### src/acs_pkg.sv
`default_nettype none
package acs_pkg;
  localparam int          CLK_HZ          = 125_000_000;
  localparam logic [4:0]  ADDR_CTRL_A     = 5'h00;
  localparam logic [4:0]  ADDR_CTRL_B     = 5'h04;
  localparam logic [4:0]  ADDR_IRQ        = 5'h08;
  localparam logic [4:0]  ADDR_RES_HI     = 5'h0C;
  localparam logic [4:0]  ADDR_RES_LO     = 5'h10;
  localparam int          A_START_BIT     = 0;
  localparam int          A_BUSY_BIT      = 1;
  localparam int          A_PWR_BIT       = 2;
  localparam int          A_CHAN_LSB      = 4;
  localparam int          A_TEMP_BIT      = 8;
  localparam int          A_FMT_BIT       = 9;
  localparam int          B_DIV_LSB       = 0;
  localparam int          B_PIN_BIT       = 3;
  localparam int          B_EXT_BIT       = 4;
  localparam int          B_PTAT_BIT      = 5;
  localparam int          B_GAIN_BIT      = 6;
  localparam int          I_GLOBAL_BIT    = 0;
  localparam int          I_ENABLE_BIT    = 1;
  localparam int          I_REQ_BIT       = 2;
  localparam int          RES_BITS        = 12;
  localparam logic [11:0] RES_FULL_SCALE  = 12'hFFF;
  localparam logic [11:0] SAR_FIRST_BIT   = 12'h800;
  localparam logic [5:0]  SAMPLE_CYCLES   = 6'h04;
  localparam logic [5:0]  RESOLVE_CYCLES  = 6'h0C;
  localparam logic [5:0]  EXT_TOTAL       = 6'h10;
  localparam logic [5:0]  TEMP_TOTAL      = 6'h38;
  localparam logic [5:0]  TEMP_SAMPLE     = TEMP_TOTAL - RESOLVE_CYCLES;
  localparam logic [6:0]  DIV_CNT_RESET   = 7'h00;
  localparam logic [31:0] WORD_RESET      = 32'h0000_0000;

  typedef struct packed {
    logic       result_format_sel;
    logic       temp_sensor_enable;
    logic [3:0] input_channel_sel;
    logic       conv_power_enable;
    logic       start;
  } acs_ctrl_a_type;

  typedef struct packed {
    logic       ref_gain_sel;
    logic       ref_source_ptat_sel;
    logic       ref_external_sel;
    logic       ref_pin_sel;
    logic [2:0] conv_clock_div_sel;
  } acs_ctrl_b_type;

  typedef enum logic [1:0] {SEQ_IDLE, SEQ_SAMPLE, SEQ_RESOLVE} acs_state_type;
endpackage : acs_pkg
`default_nettype wire

### src/acs_clk_div.sv
`default_nettype none
module acs_clk_div
  import acs_pkg::*;
(
  input  wire logic       clk,
  input  wire logic       nrst,
  input  wire logic [2:0] sel,
  input  wire logic       restart,
  output logic            tick
);
  logic [6:0] cnt_q;
  logic [6:0] last;

  assign last = 7'((8'h01 << sel) - 8'h01);

  // The count restarts with each launch so the first sample period is whole.
  always_ff @(posedge clk or negedge nrst) begin
    if (!nrst) begin
      cnt_q <= DIV_CNT_RESET;
      tick  <= 1'b0;
    end else if (restart) begin
      cnt_q <= DIV_CNT_RESET;
      tick  <= 1'b0;
    end else if (cnt_q >= last) begin
      cnt_q <= DIV_CNT_RESET;
      tick  <= 1'b1;
    end else begin
      cnt_q <= cnt_q + 7'h01;
      tick  <= 1'b0;
    end
  end
endmodule // acs_clk_div
`default_nettype wire

### src/acs_sar.sv
`default_nettype none
module acs_sar
  import acs_pkg::*;
(
  input  wire logic        clk,
  input  wire logic        nrst,
  input  wire logic        clear,
  input  wire logic        step,
  input  wire logic        comp_high,
  output logic [11:0]      code
);
  logic [11:0] mask_q;

  // One trial bit is kept or dropped per resolve cycle, most significant first.
  always_ff @(posedge clk or negedge nrst) begin
    if (!nrst) begin
      code   <= SAR_FIRST_BIT;
      mask_q <= SAR_FIRST_BIT;
    end else if (clear) begin
      code   <= SAR_FIRST_BIT;
      mask_q <= SAR_FIRST_BIT;
    end else if (step && mask_q != 12'h000) begin
      code   <= (comp_high ? code : (code & ~mask_q)) | (mask_q >> 1);
      mask_q <= mask_q >> 1;
    end
  end
endmodule // acs_sar
`default_nettype wire

### src/acs_top.sv
`default_nettype none
module acs_top
  import acs_pkg::*;
(
  input  wire logic        CLK,
  input  wire logic        NRST,
  input  wire logic [4:0]  WB_ADR_I,
  input  wire logic [31:0] WB_DAT_I,
  input  wire logic [3:0]  WB_SEL_I,
  input  wire logic        WB_WE_I,
  input  wire logic        WB_CYC_I,
  input  wire logic        WB_STB_I,
  output logic [31:0]      WB_DAT_O,
  output logic             WB_ACK_O,
  input  wire logic        COMP_HIGH,
  output logic [11:0]      DAC_CODE,
  output logic             SAMPLE_EN,
  output logic             ANALOG_PWR_EN,
  output logic [2:0]       EXT_CHAN_SEL,
  output logic             EXT_CHAN_EN,
  output logic             TEMP_SENSE_EN,
  output logic             REF_PIN_SEL,
  output logic             REF_EXTERNAL_SEL,
  output logic             REF_PTAT_SEL,
  output logic             REF_GAIN_SEL,
  output logic             CONV_BUSY,
  output logic             IRQ_OUT
);

  acs_ctrl_a_type ctrl_a_q;
  acs_ctrl_b_type ctrl_b_q;
  acs_state_type  state_q;
  logic           start_prev_q;
  logic           busy_q;
  logic           global_irq_enable_q;
  logic           conv_irq_enable_q;
  logic           conv_irq_request_q;
  logic [11:0]    result_q;
  logic [5:0]     tick_cnt_q;
  logic [5:0]     sample_len_q;
  logic           temp_conv_q;
  logic           ack_q;
  logic [31:0]    rdata_q;

  logic           req;
  logic           wr_commit;
  logic           launch;
  logic           sensor_route;
  logic           ad_tick;
  logic           sar_clear;
  logic           sar_step;
  logic           conv_done;
  logic [11:0]    sar_code;
  logic [7:0]     res_hi;
  logic [7:0]     res_lo;

  // Bus request and commit: writes land on the edge that shows ack.
  assign req       = WB_CYC_I && WB_STB_I;
  assign wr_commit = req && WB_WE_I && ack_q;

  // Start going low after being high launches; power off blocks it.
  assign launch = start_prev_q && !ctrl_a_q.start && ctrl_a_q.conv_power_enable;

  // The sensor is only routed when enabled and the top code bit is set.
  // Codes 0xxx with the sensor enabled still route the external channel.
  assign sensor_route = ctrl_a_q.temp_sensor_enable && ctrl_a_q.input_channel_sel[3];

  assign sar_clear = ctrl_a_q.start || launch;
  assign sar_step  = ad_tick && state_q == SEQ_RESOLVE;
  assign conv_done = sar_step && tick_cnt_q == RESOLVE_CYCLES - 6'h01;

  // Left aligned when the format bit is low, right aligned when high.
  always_comb begin
    if (ctrl_a_q.result_format_sel) begin
      res_hi = {4'h0, result_q[11:8]};
      res_lo = result_q[7:0];
    end else begin
      res_hi = result_q[11:4];
      res_lo = {result_q[3:0], 4'h0};
    end
  end

  acs_clk_div u_div (
    .clk     (CLK),
    .nrst    (NRST),
    .sel     (ctrl_b_q.conv_clock_div_sel),
    .restart (sar_clear),
    .tick    (ad_tick)
  );

  acs_sar u_sar (
    .clk       (CLK),
    .nrst      (NRST),
    .clear     (sar_clear),
    .step      (sar_step),
    .comp_high (COMP_HIGH),
    .code      (sar_code)
  );

  // Wishbone answer one cycle after the request; ack drops the cycle after.
  always_ff @(posedge CLK or negedge NRST) begin
    if (!NRST) begin
      ack_q <= 1'b0;
    end else begin
      ack_q <= req && !ack_q;
    end
  end

  // Read data is captured on the request edge and held until the next request.
  always_ff @(posedge CLK or negedge NRST) begin
    if (!NRST) begin
      rdata_q <= WORD_RESET;
    end else if (req && !ack_q) begin
      rdata_q <= WORD_RESET;
      case (WB_ADR_I)
        ADDR_CTRL_A: begin
          rdata_q[A_FMT_BIT]                  <= ctrl_a_q.result_format_sel;
          rdata_q[A_TEMP_BIT]                 <= ctrl_a_q.temp_sensor_enable;
          rdata_q[A_CHAN_LSB +: 4]            <= ctrl_a_q.input_channel_sel;
          rdata_q[A_PWR_BIT]                  <= ctrl_a_q.conv_power_enable;
          rdata_q[A_BUSY_BIT]                 <= busy_q;
          rdata_q[A_START_BIT]                <= ctrl_a_q.start;
        end
        ADDR_CTRL_B: begin
          rdata_q[B_DIV_LSB +: 3]             <= ctrl_b_q.conv_clock_div_sel;
          rdata_q[B_PIN_BIT]                  <= ctrl_b_q.ref_pin_sel;
          rdata_q[B_EXT_BIT]                  <= ctrl_b_q.ref_external_sel;
          rdata_q[B_PTAT_BIT]                 <= ctrl_b_q.ref_source_ptat_sel;
          rdata_q[B_GAIN_BIT]                 <= ctrl_b_q.ref_gain_sel;
        end
        ADDR_IRQ: begin
          rdata_q[I_GLOBAL_BIT]               <= global_irq_enable_q;
          rdata_q[I_ENABLE_BIT]               <= conv_irq_enable_q;
          rdata_q[I_REQ_BIT]                  <= conv_irq_request_q;
        end
        ADDR_RES_HI: rdata_q[7:0]             <= res_hi;
        ADDR_RES_LO: rdata_q[7:0]             <= res_lo;
        default:     rdata_q                  <= WORD_RESET;
      endcase
    end
  end

  // Control register A; all fields sit in byte lanes 0 and 1.
  always_ff @(posedge CLK or negedge NRST) begin
    if (!NRST) begin
      ctrl_a_q <= '0;
    end else if (wr_commit && WB_ADR_I == ADDR_CTRL_A) begin
      if (WB_SEL_I[0]) begin
        ctrl_a_q.start             <= WB_DAT_I[A_START_BIT];
        ctrl_a_q.conv_power_enable <= WB_DAT_I[A_PWR_BIT];
        ctrl_a_q.input_channel_sel <= WB_DAT_I[A_CHAN_LSB +: 4];
      end
      if (WB_SEL_I[1]) begin
        ctrl_a_q.temp_sensor_enable <= WB_DAT_I[A_TEMP_BIT];
        ctrl_a_q.result_format_sel  <= WB_DAT_I[A_FMT_BIT];
      end
    end
  end

  // Control register B holds the divider and the reference routing.
  always_ff @(posedge CLK or negedge NRST) begin
    if (!NRST) begin
      ctrl_b_q <= '0;
    end else if (wr_commit && WB_ADR_I == ADDR_CTRL_B && WB_SEL_I[0]) begin
      ctrl_b_q.conv_clock_div_sel  <= WB_DAT_I[B_DIV_LSB +: 3];
      ctrl_b_q.ref_pin_sel         <= WB_DAT_I[B_PIN_BIT];
      ctrl_b_q.ref_external_sel    <= WB_DAT_I[B_EXT_BIT];
      ctrl_b_q.ref_source_ptat_sel <= WB_DAT_I[B_PTAT_BIT];
      ctrl_b_q.ref_gain_sel        <= WB_DAT_I[B_GAIN_BIT];
    end
  end

  // Start is remembered for one cycle so that its falling edge can be seen.
  always_ff @(posedge CLK or negedge NRST) begin
    if (!NRST) begin
      start_prev_q <= 1'b0;
    end else begin
      start_prev_q <= ctrl_a_q.start;
    end
  end

  // Sequencer. Sample length is fixed at launch so a mid-conversion
  // change of input selection cannot stretch or cut the running one.
  always_ff @(posedge CLK or negedge NRST) begin
    if (!NRST) begin
      state_q      <= SEQ_IDLE;
      tick_cnt_q   <= 6'h00;
      sample_len_q <= SAMPLE_CYCLES;
      temp_conv_q  <= 1'b0;
    end else if (ctrl_a_q.start || !ctrl_a_q.conv_power_enable) begin
      state_q    <= SEQ_IDLE;
      tick_cnt_q <= 6'h00;
    end else if (launch) begin
      state_q      <= SEQ_SAMPLE;
      tick_cnt_q   <= 6'h00;
      temp_conv_q  <= sensor_route;
      sample_len_q <= sensor_route ? TEMP_SAMPLE : SAMPLE_CYCLES;
    end else if (ad_tick) begin
      case (state_q)
        SEQ_SAMPLE: begin
          if (tick_cnt_q == sample_len_q - 6'h01) begin
            state_q    <= SEQ_RESOLVE;
            tick_cnt_q <= 6'h00;
          end else begin
            tick_cnt_q <= tick_cnt_q + 6'h01;
          end
        end
        SEQ_RESOLVE: begin
          if (conv_done) begin
            state_q    <= SEQ_IDLE;
            tick_cnt_q <= 6'h00;
          end else begin
            tick_cnt_q <= tick_cnt_q + 6'h01;
          end
        end
        SEQ_IDLE: tick_cnt_q <= 6'h00;
        default: begin
          state_q    <= SEQ_IDLE;
          tick_cnt_q <= 6'h00;
        end
      endcase
    end
  end

  // Busy rises at launch and falls with the last resolve cycle.
  always_ff @(posedge CLK or negedge NRST) begin
    if (!NRST) begin
      busy_q <= 1'b0;
    end else if (ctrl_a_q.start || !ctrl_a_q.conv_power_enable) begin
      busy_q <= 1'b0;
    end else if (launch) begin
      busy_q <= 1'b1;
    end else if (conv_done) begin
      busy_q <= 1'b0;
    end
  end

  // Last decision is folded in here since the SAR register lags by one edge.
  function automatic logic [11:0] comp_keep(input logic [11:0] c, input logic k);
    comp_keep = k ? c : (c & 12'hFFE);
  endfunction

  // The result is only updated at the end, so an aborted run keeps the old value.
  always_ff @(posedge CLK or negedge NRST) begin
    if (!NRST) begin
      result_q <= 12'h000;
    end else if (conv_done) begin
      result_q <= (comp_keep(sar_code, COMP_HIGH)) & RES_FULL_SCALE;
    end
  end

  // The enables only gate the pin; the request flag is kept regardless.
  always_ff @(posedge CLK or negedge NRST) begin
    if (!NRST) begin
      global_irq_enable_q <= 1'b0;
      conv_irq_enable_q   <= 1'b0;
    end else if (wr_commit && WB_ADR_I == ADDR_IRQ && WB_SEL_I[0]) begin
      global_irq_enable_q <= WB_DAT_I[I_GLOBAL_BIT];
      conv_irq_enable_q   <= WB_DAT_I[I_ENABLE_BIT];
    end
  end

  // End of conversion sets the request; writing zero clears it, set wins.
  always_ff @(posedge CLK or negedge NRST) begin
    if (!NRST) begin
      conv_irq_request_q <= 1'b0;
    end else if (conv_done) begin
      conv_irq_request_q <= 1'b1;
    end else if (wr_commit && WB_ADR_I == ADDR_IRQ && WB_SEL_I[0] && !WB_DAT_I[I_REQ_BIT]) begin
      conv_irq_request_q <= 1'b0;
    end
  end

  // Registered pin outputs. Routing follows the power bit directly, so a
  // powered-down converter never has an input connected.
  always_ff @(posedge CLK or negedge NRST) begin
    if (!NRST) begin
      ANALOG_PWR_EN    <= 1'b0;
      EXT_CHAN_SEL     <= 3'h0;
      EXT_CHAN_EN      <= 1'b0;
      TEMP_SENSE_EN    <= 1'b0;
      SAMPLE_EN        <= 1'b0;
      REF_PIN_SEL      <= 1'b0;
      REF_EXTERNAL_SEL <= 1'b0;
      REF_PTAT_SEL     <= 1'b0;
      REF_GAIN_SEL     <= 1'b0;
    end else begin
      ANALOG_PWR_EN    <= ctrl_a_q.conv_power_enable;
      EXT_CHAN_SEL     <= ctrl_a_q.input_channel_sel[2:0];
      EXT_CHAN_EN      <= ctrl_a_q.conv_power_enable && !sensor_route;
      TEMP_SENSE_EN    <= ctrl_a_q.conv_power_enable && sensor_route;
      SAMPLE_EN        <= state_q == SEQ_SAMPLE && ctrl_a_q.conv_power_enable;
      REF_PIN_SEL      <= ctrl_b_q.ref_pin_sel;
      REF_EXTERNAL_SEL <= ctrl_b_q.ref_external_sel;
      REF_PTAT_SEL     <= ctrl_b_q.ref_source_ptat_sel;
      REF_GAIN_SEL     <= ctrl_b_q.ref_gain_sel;
    end
  end

  // Status pins lag the register view by one cycle, so a poll sees busy first.
  always_ff @(posedge CLK or negedge NRST) begin
    if (!NRST) begin
      CONV_BUSY <= 1'b0;
      IRQ_OUT   <= 1'b0;
    end else begin
      CONV_BUSY <= busy_q;
      IRQ_OUT   <= conv_irq_request_q && conv_irq_enable_q && global_irq_enable_q;
    end
  end

  // The trial code comes straight from the SAR register. A registered copy would
  // lag one edge, and with an undivided A/D clock the comparator would then judge
  // the previous trial.
  assign DAC_CODE = sar_code;

  assign WB_ACK_O = ack_q;
  assign WB_DAT_O = rdata_q;

  // Held for visibility of which sample length ran; read by nothing else.
  logic unused_temp;
  assign unused_temp = temp_conv_q;

endmodule // acs_top
`default_nettype wire

### config.mk
export PLATFORM = sky130hd
export DESIGN_NAME = acs_top
export DESIGN_NICKNAME = d
export VERILOG_FILES = /design/src/acs_pkg.sv /design/src/acs_clk_div.sv /design/src/acs_sar.sv /design/src/acs_top.sv
export SDC_FILE = /design/constraint.sdc
export NUM_CORES = 1
export LEC_CHECK = 0
export BUFFER_PORTS_ARGS = -buffer_cell sky130_fd_sc_hd__buf_2
export CELL_PAD_IN_SITES_DETAIL_PLACEMENT = 1
export CELL_PAD_IN_SITES_GLOBAL_PLACEMENT = 1
export CORE_MARGIN = 3
export CORE_UTILIZATION = 45
export DETAILED_ROUTE_END_ITERATION = 10
export PLACE_DENSITY = 0.86
export SKIP_LAST_GASP = 1
export SLEW_MARGIN = 20
export SYNTH_ARGS = -nofsm -noshare
export SYNTH_HDL_FRONTEND = slang
export SYNTH_HIERARCHICAL = 1
export SYNTH_SLANG_ARGS = --single-unit
### constraint.sdc
create_clock -name CLK -period 3.5 [get_ports CLK]
set_input_delay 0.7 -clock CLK [delete_from_list [all_inputs] [get_ports CLK]]
set_output_delay 0.7 -clock CLK [all_outputs]
set_load 0.05 [all_outputs]
==> run_results.csv <==
group,metric,value,unit
timing,skew,7.19,ps
worst_setup_path,worstRegToRegCells,6,
drt,postRouteAntennaNets,0,
worst_setup_path,end_kind,"flip-flop",
layout,drive_gt1_frac,0.262,
logic_synthesis,synth_cells,436,
drt,dr.pass1.iters,4,
logic_synthesis,synth_seq_cells,97,
power_and_ir_drop,p_sw,0.000737,W
placement,place_area,5030,µm²
drt,drc_errors,0,
timing,whs,323,ps
global_routing,grtUsageMet3,0.0304,
layout,diodes,0,
cts,cts.sinks,97,
power_and_ir_drop,p_int,0.00159,W
layout,fin_cells,629,
placement,io_buffers,58,
run,drv_cap,0,
worst_setup_path,start_kind,"flip-flop",
worst_setup_path,r2r-end,"tick_cnt_q[5]",
logic_synthesis,netlist_area,4710,µm²
cts,cts_resized,0,
power_and_ir_drop,comb_power_share,0.155,
global_routing,grt_overflow,0,
global_routing,grt-busiest-layer,"met2",
cts,insertion_delay,360,ps
timing,min_period,2680,ps
layout,final_cell_mix,"95 x dfrtp_1, 64 x nand2_1, 57 x buf_2",
timing,worstMarginPinSlew,697,ps
die,core,10000,µm²
power_and_ir_drop,ir_drop,0.252,mV
global_routing,grt_max_degree,45,
logic_synthesis,synth_warnings,6,
cts,cts_inserted_buffers,9,
global_routing,antenna_found_initial,0,
die,initial_core_util,0.471,
placement,detailedPlace.worstSlack,813,ps
cts,hold_buffers,0,
die,fp.dieH,108,µm
global_routing,grt_use_met2,0.353,
drt,wl,11300,µm
global_routing,grt_pass1_vias,3711,
timing,report.final.hold_viol_count,0,
timing,setup_viol,0,
placement,routabilityCongestion,0.841,
layout,final_common_cell,"dfrtp_1",
logic_synthesis,synth_ff_type,"dfrtp_1",
logic_synthesis,yosysSeqAreaShare,0.515,
placement,placed_cells,613,
global_routing,grt_usage,0.203,
timing,fmax,373,MHz
logic_synthesis,async_flop_share,1.00,
timing,period_share,0.767,
global_routing,grt_pass1_wl,18700,µm
worst_setup_path,arrival,2920,ps
placement,dp_hpwl,8300,µm
drt,vias,3471,
timing,fin_tns_setup,0,ps
power_and_ir_drop,p_leak,2.49,nW
worst_setup_path,critical_path_required,3740,ps
timing,slew_headroom,0.532,
worst_setup_path,regToRegSetupSlack,820,ps
power_and_ir_drop,power_frac_clock,0.323,
layout,syn2layout_area_growth,10.9,%
cts,tritoncts,"done",
worst_setup_path,crit_fanout,15,
cts,h-tree-depth,3,
worst_setup_path,r2r-start,"tick_cnt_q[0]",
power_and_ir_drop,power_frac_seq,0.522,
die,rows,36,
logic_synthesis,synth_area_per_cell,10.8,µm²
worst_hold_path,min_path_type,"in -> async",
timing,finalMaxSlewViolations,0,
cts,cts_root_buf,"clkbuf_8",
global_routing,use_met1,0.256,
layout,finalNetCount,550,
cts,post-cts-setup-buffers,0,
worst_setup_path,worstSetupPathType,"reg -> reg",
power_and_ir_drop,powerDensity,446,nW/µm²
die,ios,105,
die,die-width,108,µm
cts,clk_path_buf_depth,2,
timing,finalWorstSetupSlack,817,ps
power_and_ir_drop,sw_frac_of_total,0.316,
timing,rsz0062_at_grt,"no",
drt,drt_iter0_markers,123,
cts,path_clk_slew,100,ps
die,die-area,11700,µm²
status,status,"completed",
logic_synthesis,synth_edf_count,0,
drt,route.detailed.wl_per_inst,18.0,µm
logic_synthesis,synth_cell_types,60,
drt,via_per_inst,5.52,
layout,fin_area,5230,µm²
==> power by group through the flow <==
stage | combinational [W] | sequential [W] | clock, W
6_report | 0.000362 | 0.00122 | 0.000753
5_1_grt | 0.000382 | 0.00122 | 0.000822
4_1_cts | 0.000365 | 0.00122 | 0.000774
3_5_place_dp | 0.000364 | 0.00124 | 0
3_3_place_gp | 0.000353 | 0.00124 | 0
2_1_floorplan | 0.000156 | 0.00135 | 0
==> cells by family (layout without fill, tap and decap cells) <==
group | after synthesis | count (layout) | share of synthesized area
and+or+nand+nor | 155 | 155 | 0.166
DFF | 97 | 97 | 0.515
AOI/OAI and AO/OA | 86 | 86 | 0.141
buffers and inverters | 54 | 93 | 0.0701
muxes | 26 | 26 | 0.0661
adders and majority gates | 12 | 12 | 0.0318
xor gates and xnor gates | 5 | 5 | 0.00929
other | 1 | 22 | 0.000795
==> sequential cells by signal, indices dropped and copies added (netlist names), 6 cells and up <==
register and flops:
u_div/cnt_q 7, ctrl_b_q 7, u_sar/code 12, u_sar/mask_q 12, WB_DAT_O 10, result_q 12, ctrl_a_q 8, tick_cnt_q 6
==> per-stage QoR <==
step                 util  power [W]
floorplan               -    0.00150
detailed placement  0.503    0.00160
CTS                 0.523    0.00236
global placement    0.503    0.00159
global route        0.523    0.00243
finish              0.523    0.00233
==> cell type report <==
| cell class | count | area [µm²] |
|---|---|---|
| clock buffer | 9 | 124 |
| clock inverter | 7 | 77.6 |
| fill | 1154 | 4770 |
| inverter | 12 | 45.0 |
| multi-input combinational | 306 | 2040 |
| sequential | 97 | 2430 |
| tap | 133 | 166 |
| timing repair buffer | 65 | 345 |
==> cells in the mapped netlist (4+ instances only) <==
cell	instances	share of area
a21o_1	4	0.0064
a21oi_1	29	0.031
a22oi_1	7	0.011
a311oi_2	10	0.032
a31oi_1	4	0.0053
and3_1	6	0.0080
buf_4	23	0.037
buf_6	5	0.012
clkbuf_1	11	0.0088
dfrtp_1	95	0.50
ha_1	12	0.032
inv_1	12	0.0096
mux2_2	21	0.050
nand2_1	64	0.051
nand2b_1	17	0.023
nand3_1	19	0.020
nand3b_1	5	0.0080
nor2_1	18	0.014
o21ai_0	11	0.012
xor2_1	4	0.0074
==> how the worst max path moves through the flow <==
stage / start / endpoint / slack [ps]
global placement: tick_cnt_q[0] / tick_cnt_q[5] / 940
finish: tick_cnt_q[0] / tick_cnt_q[5] / 820
detailed placement: tick_cnt_q[0] / tick_cnt_q[5] / 810
global route: tick_cnt_q[0] / tick_cnt_q[5] / 670
floorplan: WB_ADR_I[4] / ctrl_b_q[0] / 1290
CTS: tick_cnt_q[0] / tick_cnt_q[5] / 790
==> critical path: stages (launching register included) <==
cell,delay (ps)
dfrtp_1,390
ha_1,210
or3b_1,410
or4b_1,760
a32o_1,440
a31oi_1,250
a21oi_1,110
==> per-layer routing <==
layer	up-vias	wire, µm
met4	0	187
met3	16	483
li1	1607	-
met1	1755	4890
met5	-	0
met2	93	5730
No activity file was read; power rests on OpenSTA's default activity.
